File: config.mk
export PLATFORM = sky130hd
export DESIGN_NAME = sirq_ctrl
export DESIGN_NICKNAME = d
export VERILOG_FILES = /design/src/verilog/sirq_pkg.sv /design/src/verilog/sirq_slot.sv /design/src/verilog/sirq_ctrl.sv
export SDC_FILE = /design/constraint.sdc
export NUM_CORES = 1
export LEC_CHECK = 0
export BUFFER_PORTS_ARGS = -buffer_cell sky130_fd_sc_hd__buf_2
export CAP_MARGIN = 20
export CORE_MARGIN = 2
export CORE_UTILIZATION = 63
export CTS_CLUSTER_SIZE = 10
export DETAILED_ROUTE_END_ITERATION = 16
export PLACE_DENSITY_LB_ADDON = 0.12
export SLEW_MARGIN = 20
export SYNTH_ARGS = -nofsm -noshare
export SYNTH_HDL_FRONTEND = slang
export SYNTH_SLANG_ARGS = --single-unit
File: constraint.sdc
create_clock -name clk_i -period 4 [get_ports clk_i]
set_input_delay 0.6 -clock clk_i [delete_from_list [all_inputs] [get_ports clk_i]]
set_output_delay 0.6 -clock clk_i [all_outputs]
set_load 0.01 [all_outputs]
File: src/verilog/sirq_pkg.sv
package sirq_pkg;

	localparam int SIRQ_LINES = 16;

	// register byte offsets, data sits in the low bits of a 16-bit word
	localparam logic [7:0] SIRQ_OFS_MODE  = 8'he0;
	localparam logic [7:0] SIRQ_OFS_TRIG  = 8'he2;
	localparam logic [7:0] SIRQ_OFS_LSTAT = 8'he4;
	localparam logic [7:0] SIRQ_OFS_EVST  = 8'he6;
	localparam logic [7:0] SIRQ_OFS_EVCLR = 8'he8;
	localparam logic [7:0] SIRQ_OFS_EVEN  = 8'hea;

	// mode control field positions
	localparam int SIRQ_MODE_DRIVE_BIT = 0;
	localparam int SIRQ_MODE_POLL_BIT  = 1;
	localparam int SIRQ_MODE_WIDTH_LSB = 2;
	localparam int SIRQ_MODE_BITS      = 4;

	// start width encodings
	localparam logic [1:0] SIRQ_WIDTH_4 = 2'h0;
	localparam logic [1:0] SIRQ_WIDTH_6 = 2'h1;
	localparam logic [1:0] SIRQ_WIDTH_8 = 2'h2;

	// frame lengths in clocks, last slot phase and last slot number
	localparam logic [3:0] SIRQ_START_CLK_4  = 4'h4;
	localparam logic [3:0] SIRQ_START_CLK_6  = 4'h6;
	localparam logic [3:0] SIRQ_START_CLK_8  = 4'h8;
	localparam logic [3:0] SIRQ_STOP_CLK_CON = 4'h2;
	localparam logic [3:0] SIRQ_STOP_CLK_QT  = 4'h3;
	localparam logic [1:0] SIRQ_SLOT_LAST_PH = 2'h2;
	localparam logic [3:0] SIRQ_SLOT_LAST    = 4'hf;

	// values after reset
	localparam logic [3:0]  SIRQ_MODE_RST  = 4'h0;
	localparam logic [15:0] SIRQ_TRIG_RST  = 16'h0000;
	localparam logic [15:0] SIRQ_LSTAT_RST = 16'h0000;
	localparam logic [15:0] SIRQ_EVST_RST  = 16'h0000;
	localparam logic [15:0] SIRQ_EVEN_RST  = 16'h0000;

	typedef enum logic [3:0] {
		ST_IDLE,
		ST_START,
		ST_START_REC,
		ST_START_TA,
		ST_SLOT,
		ST_STOP,
		ST_STOP_REC,
		ST_STOP_TA,
		ST_QUIET_WAIT
	} sirq_state_e;

endpackage : sirq_pkg

File: src/verilog/sirq_slot.sv
`timescale 1ns/1ps
module sirq_slot
(
	input  wire logic clk_i,
	input  wire logic rst_n_i,
	input  wire logic sample_i,
	input  wire logic asserted_i,
	input  wire logic level_mode_i,
	input  wire logic clear_i,
	output logic      level_o,
	output logic      edge_o
);
	import sirq_pkg::*;

	typedef struct packed {
		logic level;
		logic prev;
		logic edge_p;
	} sirq_slot_s;

	sirq_slot_s r;
	sirq_slot_s next_r;

	always_comb
	begin
		next_r = r;
		next_r.edge_p = 1'b0;
		if (sample_i)
		begin
			next_r.prev = asserted_i;
			// edge lines only pulse, never touch level status
			next_r.edge_p = asserted_i & ~r.prev & ~level_mode_i;
		end
		// set beats the write-one clear in the same cycle
		next_r.level = (r.level & ~clear_i) |
			(sample_i & asserted_i & level_mode_i);
	end

	always_ff @(posedge clk_i)
	begin
		if (!rst_n_i)
			r <= '0;
		else
			r <= next_r;
	end

	assign level_o = r.level;
	assign edge_o  = r.edge_p;

endmodule : sirq_slot

File: src/verilog/sirq_ctrl.sv
`timescale 1ns/1ps
// Notes on behaviour
// - start pulse 4, 6 or 8 clocks
// - poll bit: clear continuous, set quiet
// - recovery: drive high, or float if set
// - per-line edge or level select bit
// - level line signalled sets status bit
// - write one clears and re-arms status
// - edge lines never set level status
// - three resets restore all defaults
// - mode bits 7:4 read zero
// - status bit index equals interrupt number
module sirq_ctrl
(
	input  wire logic        clk_i,
	input  wire logic        rst_n_i,
	input  wire logic        link_reset_input_n_i,
	input  wire logic        global_reset_input_n_i,
	input  wire logic [7:0]  addr_i,
	input  wire logic [15:0] wdata_i,
	input  wire logic        wr_i,
	input  wire logic        rd_i,
	output logic      [15:0] rdata_o,
	input  wire logic        serirq_i,
	output logic             serirq_o,
	output logic             serirq_oe_o,
	output logic      [15:0] line_edge_o,
	output logic             irq_o
);
	import sirq_pkg::*;

	typedef struct packed {
		sirq_state_e state;
		logic [3:0]  cnt;
		logic [1:0]  phase;
		logic [3:0]  slot;
		logic        quiet_frame;
		logic [3:0]  mode;
		logic [15:0] line_trigger_select;
		logic [15:0] ev_status;
		logic [15:0] ev_enable;
		logic [15:0] rdata;
		logic        pin_o;
		logic        pin_oe;
	} sirq_ctrl_s;

	sirq_ctrl_s  r;
	sirq_ctrl_s  next_r;
	logic        rst_all_n;
	logic        sample;
	logic [15:0] sample_vec;
	logic [15:0] clr_lvl;
	logic [15:0] clr_ev;
	logic [15:0] line_asserted_flag;
	logic [15:0] edge_vec;
	logic        continuous_quiet_select;
	logic        recovery_drive_select;
	logic [1:0]  start_width;

	// any of the three resets returns everything to defaults
	assign rst_all_n = rst_n_i & link_reset_input_n_i &
		global_reset_input_n_i;

	assign recovery_drive_select   = r.mode[SIRQ_MODE_DRIVE_BIT];
	assign continuous_quiet_select = r.mode[SIRQ_MODE_POLL_BIT];
	assign start_width = r.mode[SIRQ_MODE_WIDTH_LSB +: 2];

	function automatic logic [3:0] start_len(input logic [1:0] w);
		begin
			unique case (w)
				SIRQ_WIDTH_6:
					start_len = SIRQ_START_CLK_6;
				SIRQ_WIDTH_8:
					start_len = SIRQ_START_CLK_8;
				// reserved code keeps the frame well formed
				default:
					start_len = SIRQ_START_CLK_4;
			endcase
		end
	endfunction : start_len

	always_comb
	begin
		next_r = r;
		sample = 1'b0;
		clr_lvl = 16'h0000;
		clr_ev = 16'h0000;
		next_r.rdata = 16'h0000;

		if (wr_i)
		begin
			case (addr_i)
				SIRQ_OFS_MODE:
					next_r.mode = wdata_i[SIRQ_MODE_BITS-1:0];
				SIRQ_OFS_TRIG:
					next_r.line_trigger_select = wdata_i;
				SIRQ_OFS_LSTAT:
					clr_lvl = wdata_i;
				SIRQ_OFS_EVCLR:
					clr_ev = wdata_i;
				SIRQ_OFS_EVEN:
					next_r.ev_enable = wdata_i;
				default:
					;
			endcase
		end

		// read data stands only in the cycle after the strobe
		if (rd_i)
		begin
			case (addr_i)
				SIRQ_OFS_MODE:
					next_r.rdata = {12'h000, r.mode};
				SIRQ_OFS_TRIG:
					next_r.rdata = r.line_trigger_select;
				SIRQ_OFS_LSTAT:
					next_r.rdata = line_asserted_flag;
				SIRQ_OFS_EVST:
					next_r.rdata = r.ev_status;
				SIRQ_OFS_EVEN:
					next_r.rdata = r.ev_enable;
				default:
					next_r.rdata = 16'h0000;
			endcase
		end

		// edge event set wins over a clear in the same cycle
		next_r.ev_status = (r.ev_status & ~clr_ev) | edge_vec;

		unique case (r.state)
			ST_IDLE:
			begin
				next_r.state = ST_START;
				next_r.cnt = start_len(start_width) - 4'h1;
			end
			ST_START:
			begin
				if (r.cnt == 4'h0)
					next_r.state = ST_START_REC;
				else
					next_r.cnt = r.cnt - 4'h1;
			end
			ST_START_REC:
				next_r.state = ST_START_TA;
			ST_START_TA:
			begin
				next_r.state = ST_SLOT;
				next_r.phase = 2'h0;
				next_r.slot = 4'h0;
			end
			ST_SLOT:
			begin
				// peripheral pulls low in the first clock of its slot
				if (r.phase == 2'h0)
					sample = 1'b1;
				if (r.phase == SIRQ_SLOT_LAST_PH)
				begin
					next_r.phase = 2'h0;
					if (r.slot == SIRQ_SLOT_LAST)
					begin
						next_r.state = ST_STOP;
						// stop length tells peripherals the next mode
						next_r.quiet_frame = continuous_quiet_select;
						if (continuous_quiet_select)
							next_r.cnt = SIRQ_STOP_CLK_QT - 4'h1;
						else
							next_r.cnt = SIRQ_STOP_CLK_CON - 4'h1;
					end
					else
						next_r.slot = r.slot + 4'h1;
				end
				else
					next_r.phase = r.phase + 2'h1;
			end
			ST_STOP:
			begin
				if (r.cnt == 4'h0)
					next_r.state = ST_STOP_REC;
				else
					next_r.cnt = r.cnt - 4'h1;
			end
			ST_STOP_REC:
				next_r.state = ST_STOP_TA;
			ST_STOP_TA:
			begin
				if (r.quiet_frame)
					next_r.state = ST_QUIET_WAIT;
				else
					next_r.state = ST_IDLE;
			end
			ST_QUIET_WAIT:
			begin
				// peripheral gave the first start clock already
				if (!serirq_i)
				begin
					next_r.state = ST_START;
					next_r.cnt = start_len(start_width) - 4'h2;
				end
				else if (!continuous_quiet_select)
					next_r.state = ST_IDLE;
			end
		endcase

		// pin follows the state it will be in, so both flops align
		next_r.pin_o = 1'b1;
		next_r.pin_oe = 1'b0;
		unique case (next_r.state)
			ST_START,
			ST_STOP:
			begin
				next_r.pin_o = 1'b0;
				next_r.pin_oe = 1'b1;
			end
			ST_START_REC,
			ST_STOP_REC:
				next_r.pin_oe = ~recovery_drive_select;
			default:
				next_r.pin_oe = 1'b0;
		endcase
	end

	always_ff @(posedge clk_i)
	begin
		if (!rst_all_n)
		begin
			r <= '0;
			r.state <= ST_IDLE;
			r.mode <= SIRQ_MODE_RST;
			r.line_trigger_select <= SIRQ_TRIG_RST;
			r.ev_status <= SIRQ_EVST_RST;
			r.ev_enable <= SIRQ_EVEN_RST;
			r.pin_o <= 1'b1;
		end
		else
			r <= next_r;
	end

	genvar gi;
	generate
		for (gi = 0; gi < SIRQ_LINES; gi++)
		begin : g_line
			// slot number gi maps onto status bit gi
			assign sample_vec[gi] = sample &&
				(r.slot == 4'(gi));
			sirq_slot u_slot
			(
				.clk_i        (clk_i),
				.rst_n_i      (rst_all_n),
				.sample_i     (sample_vec[gi]),
				.asserted_i   (~serirq_i),
				.level_mode_i (r.line_trigger_select[gi]),
				.clear_i      (clr_lvl[gi]),
				.level_o      (line_asserted_flag[gi]),
				.edge_o       (edge_vec[gi])
			);
		end
	endgenerate

	assign rdata_o     = r.rdata;
	assign serirq_o    = r.pin_o;
	assign serirq_oe_o = r.pin_oe;
	assign line_edge_o = edge_vec;
	// level status needs no separate sticky bit, it already holds
	assign irq_o = |((r.ev_status | line_asserted_flag) & r.ev_enable);

endmodule : sirq_ctrl

After elaboration in Yosys (flattened, before gate mapping)
Index checks and enable logic that the tools add are counted.
{"block": "totals", "ff_bits": 133, "inputBits": 31, "output_inout_bits": 35, "word_cells": 338}
{"block": "classes", "add_sub_neg": 5, "eq_ne": 41, "mux": 30, "n_bitwise": 153, "n_reduce_logical": 49}
{"op": "$and A1 B1 Y1", "count": 82}
{"op": "$pmux W16 S5", "count": 1}
{"op": "$mux W16", "count": 4}
{"op": "$not A1 Y1", "count": 50}
{"op": "$eq A8 B8 Y1 const B", "count": 6}
{"op": "$mux W4", "count": 11}
{"op": "$eq A4 B3 Y1 const B", "count": 10}
{"op": "$reduce_and A2 Y1", "count": 20}
{"op": "$eq A4 B4 Y1 const B", "count": 9}
{"op": "$pmux W4 S9", "count": 1}
{"op": "$and A16 B16 Y16", "count": 2}
{"op": "$or A16 B16 Y16", "count": 2}
{"op": "$eq A4 B2 Y1 const B", "count": 5}
{"op": "$logic_and A1 B1 Y1", "count": 16}
{"op": "$mux W8", "count": 2}
{"op": "$not A16 Y16", "count": 1}
{"op": "$or A1 B1 Y1", "count": 16}
{"op": "$pmux W4 S4", "count": 1}
{"op": "$reduce_or A16 Y1", "count": 1}
{"op": "$eq A4 B1 Y1 const B", "count": 3}
{"op": "$logic_not A4 Y1", "count": 3}
{"op": "$pmux W6 S2", "count": 1}
{"op": "$ne A2 B2 Y1 const B", "count": 5}
{"op": "$pmux W4 S2", "count": 1}
{"op": "other kinds (16)", "count": 25}

Longest topological paths before layout
Gate-level depths: netlist of the first run.
{"block": "logic_depth", "depth_word": 7, "depth_mapped": 8, "ltp_nobuf": 8}

Cells and area by module
From an unflattened synthesis of the first run, not the netlist that was laid out.
{"block": "hier_totals", "cells_unflattened": 709, "area_unflattened_um2": 6169.7}
{"mod": "sirq_ctrl", "instances": 1, "cells_each": 549, "area_each_um2": 4388.0}
{"mod": "sirq_slot", "instances": 16, "cells_each": 10, "area_each_um2": 111.4}

Worst setup path after synthesis of the first run
Ideal clock, no wire load.
{"block": "synth_timing", "kind": "input port to flip-flop", "start": "in addr_i[4]", "end": "reg r[56] in the netlist's numbering", "setup_ns": 0.072, "arrival_ns": 1.992, "required_ns": 3.928, "setup_slack_ns": 1.936, "path_stages": 6, "path_cell_list": "nand4b_2 -> or4_4 -> nor3b_2 -> buf_4 -> buf_6 -> mux2i_1"}
{"block": "synth_via", "elab_chain_len": 2}
{"element": "start, declared", "line": "sirq_ctrl.sv:19", "text": "input wire logic [7:0] addr_i,"}
{"element": "$eq A8 B8 Y1", "line": "sirq_ctrl.sv:92", "text": "case (addr_i)"}
{"element": "$reduce_and A2 Y1 (no line)"}
{"element": "end signal, assigned", "line": "sirq_ctrl.sv:235", "text": "r <= next_r;"}
{"element": "end, declared", "line": "sirq_ctrl.sv:47", "text": "sirq_ctrl_s r;"}
Every way passes these cells.
A chain may end at the register's enable or synchronous reset.

Worst setup path in the final report of the first run
{"block": "layout_timing", "start": "reg r[39] in the netlist's numbering", "end": "out irq_o"}
{"block": "layout_via", "elab_chain_len": 3}
{"element": "$or A16 B16 Y16", "line": "sirq_ctrl.sv:264", "text": "assign irq_o = |((r.ev_status | line_asserted_flag) & r.ev_enable);"}
{"element": "$and A16 B16 Y16", "line": "sirq_ctrl.sv:264"}
{"element": "$reduce_or A16 Y1", "line": "sirq_ctrl.sv:264"}
{"element": "end, declared", "line": "sirq_ctrl.sv:28", "text": "output logic irq_o"}
Every way passes these cells.

==> impl_metrics.py, run 1 <==
metrics = {
    "sta": {
        "hold_violations": 0,
        "report.final.setup_viol": 0,
        "fin_setup_tns_ns": 0,
        "rsz0062_at_grt": "false",
        "timing.final.ws_setup_ns": 1.26,
        "min_period_ns": 2.74,
        "slew_headroom_pct": 29.1,
        "worst_slew_pin_slew_ns": 1.06,
        "maxClockFrequency_mhz": 365,
        "finClkSkew_ns": 0.00862,
        "finalCritPeriodShare_pct": 68.5,
        "final-max-slew-violation-count": 0,
    },
    "setup_path": {
        "timing_worst_setup_path_type": "flop to output port",
        "critical_path.startpoint_type": "flop",
        "timing.critical_path.to_type": "output port",
        "cp_slowest_cell": "sky130_fd_sc_hd__or4_1",
        "worstPathMaxFanout": 3,
        "critical_path.max_stage_delay_ns": 0.58,
        "critical_path.cell_chain": "o21ai_0 > nand4_1 > or4_1 > buf_2",
        "cp_data_arrival_time_ns": 2.14,
        "worstPathRequired_ns": 3.40,
    },
    "global_routing": {
        "first_global_vias": 5135,
        "antenna_found_initial": 0,
        "first_pass_grt_wire_length_um": 25600,
        "combined_global_route_utilization_of_all_metal_layers_pct": 29.7,
        "largest_net_degree_at_the_start_of_global_routing": 66,
        "grt_remaining_overflow": 0,
    },
    "detailed_routing": {
        "via_per_inst": 6.18,
        "drtAntennaViolNets": 0,
        "routed_wl_um": 16000,
        "drt_pre_antenna_iters": 5,
        "post_drt_wl_per_cell_um": 18.5,
        "iteration_0_drc_markers": 414,
        "vias": 5347,
        "drt_drc_violations_left": 0,
    },
    "clocking": {
        "cts-hold-fix-buffers": 0,
        "cts_num_sinks": 133,
        "cts-htree-levels": 4,
        "post_cts_resized": 0,
        "clock_path_buffers": 2,
        "cts.clk_slew.worst_paths_ns": 0.06,
        "clk_root_buffer_cell": "sky130_fd_sc_hd__clkbuf_8",
        "numCtsBuffers": 17,
        "clock_latency_ns": 0.53,
        "post-cts-setup-buffer-count": 0,
        "tritoncts_clock_tree": "yes",
    },
    "yosys": {
        "async_reset_ff_share_pct": 0,
        "ys_types": 61,
        "number_of_synthesized_register_bits": 133,
        "postSynthCellCount": 707,
        "synthesis.nets": 746,
        "yosysWarnings": 0,
        "mappedNetlistArea_um2": 6340,
        "synth_flop_cell": "sky130_fd_sc_hd__dfxtp_1",
        "synth_seq_area_share_pct": 42.0,
        "synth_edf_count": 0,
        "syn_avg_cell_area_um2": 8.96,
    },
    "floorplanning": {
        "floorplan.io_pins": 66,
        "die-area_um2": 10900,
        "placement_rows": 36,
        "die_width_um": 104,
        "die_height_um": 104,
        "initial_core_util_pct": 64.8,
        "coreArea_um2": 9770,
    },
    "final_layout": {
        "post-route-cell-area_um2": 7060,
        "drive_above_1_share_pct": 17.8,
        "fillerInstances": 720,
        "regArea_um2": 2660,
        "synthToLayoutAreaGrowth_pct": 11.4,
        "multi_input_comb_area_um2": 3180,
        "fin_nets": 760,
        "diodes": 0,
    },
    "power": {
        "p_comb_share_pct": 3.3,
        "power.share.switching_pct": 20.5,
        "design_power_total_mw": 3.01,
        "pwr_density_cell_nw_per_um2": 427,
        "p_leak_nw": 2.64,
        "power_frac_clock_pct": 52.5,
        "sequentialPowerShare_pct": 44.2,
        "power.switching_mw": 0.619,
        "vdd_ir_drop_max_mv": 0.231,
        "internal_power_mw": 2.40,
    },
    "worst_hold_path": {
        "hold_crit_class": "primary input to flop",
    },
    "place": {
        "placement.cell_area_um2": 6450,
        "detailedPlacementHpwl_um": 10500,
        "detailedPlace.worstSlack_ns": 0.955,
        "number_of_buffer_cells_added_on_primary_ports": 65,
        "gp_routability_congestion": 0.852,
    },
    "run_status": {
        "outcome": "finished clean",
    },
    "flow_run": {
        "drv_cap": 0,
    },
}
[final timing paths]
path,startpoint,to,slack (ns),depth (start not counted)
setup reg to reg,r[83]$_SDFF_PN0_,g_line[4].u_slot.edge_o$_SDFF_PN0_,1.30,4
setup / recovery,r[39]$_SDFF_PN0_,irq_o,1.26,4
hold reg to reg,g_line[14].u_slot.r[1]$_SDFFE_PN0P_,g_line[14].u_slot.edge_o$_SDFF_PN0_,0.42,1
hold / removal,wdata_i[3],r[37]$_SDFF_PN0_,0.31,2
[stage by stage]
stage | instances | util, % | hold slack [ns]
after floorplan | 707 | - | 0.393
after global placement | 835 | 66.0 | 0.409
after detailed placement | 835 | 66.0 | 0.407
after CTS | 865 | 72.2 | 0.293
after global routing | 865 | 72.2 | 0.309
final | 865 | 72.2 | 0.310
[registers in the layout, indices dropped and copies added, names as in the netlist]
signal                   count
continuous_quiet_select      1
g_line.u_slot.edge_o        16
g_line.u_slot.level_o       16
g_line.u_slot.r             16
r                           66
rdata_o                     16
serirq_o                     1
serirq_oe_o                  1
[metal layers]
layer	GRT usage (%)	wire length, µm
met3	6.20	1160
met5	0	0
met4	14.1	352
met1	38.1	6840
met2	47.9	7620
[cell type report]
cell class	count	area share (%)
Inverter	21	1.12
Multi-Input combinational cell	478	45.1
Sequential cell	133	37.7
Timing Repair Buffer	70	5.14
Clock inverter	9	2.16
Clock buffer	21	6.37
Tap cell	133	2.36
[kinds of logic (layout without fill, tap and decap cells)]
logic type | count (synthesis) | in the layout | share of synthesized area (%)
flip-flops | 133 | 133 | 42.0
buffers and inverters | 96 | 121 | 7.98
XOR/XNOR | 4 | 4 | 0.553
adder cells (fa/ha/maj) | 8 | 8 | 1.58
AO/OA/AOI/OAI | 171 | 171 | 17.1
multiplexers | 70 | 70 | 11.1
AND/OR/NAND/NOR | 225 | 225 | 19.6
[synthesized netlist by cell type, drive strengths merged, types with 4 or more instances]
| library cell | count | area share [%] |
|---|---|---|
| a211oi | 5 | 0.59 |
| a21o | 13 | 1.5 |
| a21oi | 35 | 2.8 |
| a31o | 4 | 0.55 |
| a41oi | 15 | 2.1 |
| buf | 48 | 5.1 |
| clkbuf | 27 | 1.6 |
| dfxtp | 133 | 42 |
| ha | 8 | 1.6 |
| inv | 21 | 1.2 |
| mux2i | 69 | 11 |
| nand2 | 79 | 4.7 |
| nand2b | 14 | 1.4 |
| nand3 | 15 | 1.3 |
| nand3b | 5 | 0.59 |
| nand4 | 10 | 0.99 |
| nor2 | 35 | 2.1 |
| nor2b | 6 | 0.59 |
| nor3 | 5 | 0.39 |
| nor3b | 5 | 0.75 |
| nor4 | 21 | 2.8 |
| o21ai | 67 | 5.3 |
| o22a | 13 | 1.8 |
| or3 | 8 | 0.87 |
| or3b | 6 | 0.83 |
| or4 | 4 | 0.53 |
[layout by cell type (no fill, tap or decap), drive strengths merged, types with 6 or more instances in the layout]
master,netlist,layout
o22a,13,13
or3,8,8
nand4,10,10
mux2i,69,69
a21o,13,13
buf,48,70
nand3,15,15
o21ai,67,67
a41oi,15,15
nand2,79,79
nor2b,6,6
or3b,6,6
dfxtp,133,133
inv,21,21
ha,8,8
nor2,35,35
nor4,21,21
a21oi,35,35
nand2b,14,14
clkbuf,27,21
[worst max-delay path, delay by kind of cell (launching register included)]
kind                   cells  cell delay (ns)
AOI/OAI and AO/OA          1             0.33
buffers and inverters      1             0.16
DFF                        1             0.32
and+or+nand+nor            2             0.80
[power by group through the flow]
stage	logic [mW]	clock network, mW	registers [mW]
3_3_place_gp	0.0942	0	1.36
3_5_place_dp	0.0963	0	1.36
5_1_grt	0.106	1.65	1.33
2_1_floorplan	0.0608	0	1.36
4_1_cts	0.0975	1.60	1.33
6_report	0.0995	1.58	1.33
Note: power is estimated with default switching activity, not from simulation.
==> run 2: changes to the inputs <==
Settings changed: CORE_UTILIZATION 63 to 53.
Clock period 4 ns to 2.4 ns, I/O delays scaled along.
==> impl_metrics.py, run 2 (synthesized netlist as in run 1, its figures left out) <==
metrics = {
    "detailed_routing": {
        "post_drt_wl_per_cell_um": 18.0,
        "drt_drc_violations_left": 0,
        "drtAntennaViolNets": 0,
        "vias": 5273,
        "drt_pre_antenna_iters": 5,
        "via_per_inst": 5.89,
        "routed_wl_um": 16100,
        "iteration_0_drc_markers": 409,
    },
    "sta": {
        "worst_slew_pin_slew_ns": 0.633,
        "finalCritPeriodShare_pct": 99.3,
        "slew_headroom_pct": 57.8,
        "timing.final.ws_setup_ns": 0.0175,
        "hold_violations": 0,
        "report.final.setup_viol": 0,
        "min_period_ns": 2.38,
        "final-max-slew-violation-count": 0,
        "maxClockFrequency_mhz": 420,
        "rsz0062_at_grt": "false",
        "finClkSkew_ns": 0.00690,
        "fin_setup_tns_ns": 0,
    },
    "final_layout": {
        "drive_above_1_share_pct": 19.5,
        "layout_common_cells": "133 x sky130_fd_sc_hd__dfxtp_1, 79 x sky130_fd_sc_hd__nand2_1, 69 x sky130_fd_sc_hd__mux2i_1, 65 x sky130_fd_sc_hd__buf_2, 63 x sky130_fd_sc_hd__o21ai_0",
        "regArea_um2": 2660,
        "fillerInstances": 1000,
        "registers.top_by_ff_count": "r",
        "largest_register_ffs": 66,
        "diodes": 0,
        "fin_nets": 780,
        "multi_input_comb_area_um2": 3190,
        "final_util_pct": 62.4,
        "most_common_cell_after_layout_fill_and_taps_aside": "sky130_fd_sc_hd__dfxtp_1",
        "synthToLayoutAreaGrowth_pct": 13.9,
        "post_layout_nonfiller_instances": 895,
    },
    "clocking": {
        "tritoncts_clock_tree": "yes",
        "cts_num_sinks": 133,
        "post_cts_resized": 0,
        "clk_root_buffer_cell": "sky130_fd_sc_hd__clkbuf_16",
        "cts-hold-fix-buffers": 0,
        "clock_latency_ns": 0.42,
        "clock_path_buffers": 2,
        "cts.clk_slew.worst_paths_ns": 0.05,
        "cts-htree-levels": 4,
        "post-cts-setup-buffer-count": 0,
        "numCtsBuffers": 17,
    },
    "floorplanning": {
        "placement_rows": 39,
        "die-area_um2": 12800,
        "floorplan.io_pins": 66,
        "die_height_um": 113,
        "initial_core_util_pct": 54.8,
        "coreArea_um2": 11600,
        "die_width_um": 113,
    },
    "place": {
        "detailedPlace.worstSlack_ns": 0.352,
        "placedCellCount": 865,
        "number_of_buffer_cells_added_on_primary_ports": 65,
        "gp_routability_congestion": 0.851,
        "detailedPlacementHpwl_um": 11200,
    },
    "power": {
        "design_power_total_mw": 4.93,
        "pwr_density_cell_nw_per_um2": 683,
        "vdd_ir_drop_max_mv": 0.479,
        "p_leak_nw": 2.74,
    },
    "flow_run": {
        "drv_cap": 0,
    },
    "setup_path": {
        "timing.critical_path.to_type": "output port",
        "worstPathRequired_ns": 2.04,
        "worstPathMaxFanout": 3,
        "timing_worst_setup_path_type": "flop to output port",
        "critical_path.startpoint_type": "flop",
        "reg2reg_from": "r[83]$_SDFF_PN0_",
        "crit_start": "r[46]$_SDFF_PN0_",
        "cp_data_arrival_time_ns": 2.02,
    },
    "global_routing": {
        "antenna_found_initial": 0,
        "largest_net_degree_at_the_start_of_global_routing": 38,
        "first_global_vias": 5030,
        "first_pass_grt_wire_length_um": 26100,
        "combined_global_route_utilization_of_all_metal_layers_pct": 26.3,
        "grt_remaining_overflow": 0,
    },
    "worst_hold_path": {
        "hold_crit_class": "primary input to flop",
        "startpoint_of_the_lowest_slack_hold_path": "wdata_i[12]",
    },
    "run_status": {
        "outcome": "finished clean",
    },
}
-- run 2: cell types whose count changed in the layout (fill, tap and decap cells not counted) --
cell,before,now
sky130_fd_sc_hd__buf_12,0,2
sky130_fd_sc_hd__buf_4,5,23
sky130_fd_sc_hd__bufinv_16,4,2
sky130_fd_sc_hd__clkbuf_1,2,5
sky130_fd_sc_hd__clkbuf_16,16,17
sky130_fd_sc_hd__clkbuf_8,3,4
sky130_fd_sc_hd__clkinvlp_4,3,0
sky130_fd_sc_hd__nor3b_2,2,1
sky130_fd_sc_hd__nor3b_4,0,1
-- run 2: worst paths after layout --
path	end	slack (ns)	cells after the start
setup / recovery	irq_o	0.02	4
hold / removal	r[46]$_SDFF_PN0_	0.18	2
setup reg to reg	g_line[9].u_slot.edge_o$_SDFF_PN0_	0.32	4
hold reg to reg	g_line[1].u_slot.edge_o$_SDFF_PN0_	0.41	1
-- run 2: routing by layer --
| layer | part of all wire, % | up-vias | track usage (%) |
|---|---|---|---|
| met2 | 44 | 169 | 39.8 |
| li1 | - | 2573 | - |
| met3 | 6.0 | 25 | 5.84 |
| met1 | 48 | 2506 | 37.1 |
| met5 | 0 | - | 0 |
| met4 | 1.9 | 0 | 9.02 |
-- run 2: critical path, cell delays in order, from the launching register on --
cell and delay, ns:
sky130_fd_sc_hd__dfxtp_1 0.32, sky130_fd_sc_hd__o21ai_0 0.40, sky130_fd_sc_hd__nand4_1 0.17, sky130_fd_sc_hd__or4_1 0.55, sky130_fd_sc_hd__buf_2 0.16
-- run 2: cell type report --
| type | instances | share of cell area (%) |
|---|---|---|
| Timing Repair Buffer | 90 | 7.45 |
| Clock buffer | 26 | 6.92 |
| Sequential cell | 133 | 36.9 |
| Multi-Input combinational cell | 478 | 44.2 |
| Inverter | 21 | 1.09 |
| Clock inverter | 4 | 0.971 |
| Tap cell | 143 | 2.48 |
-- run 2: power by group --
| part | total, mW | switching, mW | internal (mW) |
|---|---|---|---|
| clock | 2.53 | 0.907 | 1.62 |
| sequential | 2.22 | 0.00466 | 2.21 |
| combinational | 0.178 | 0.115 | 0.0627 |
-- run 2: per-stage QoR --
| step | instance area, µm² | hold WS [ns] |
|---|---|---|
| after global placement | 6650 | 0.404 |
| after global routing | 7220 | 0.176 |
| final | 7220 | 0.175 |
| after detailed placement | 6650 | 0.406 |
| after CTS | 7220 | 0.164 |
| after floorplan | 6340 | 0.393 |
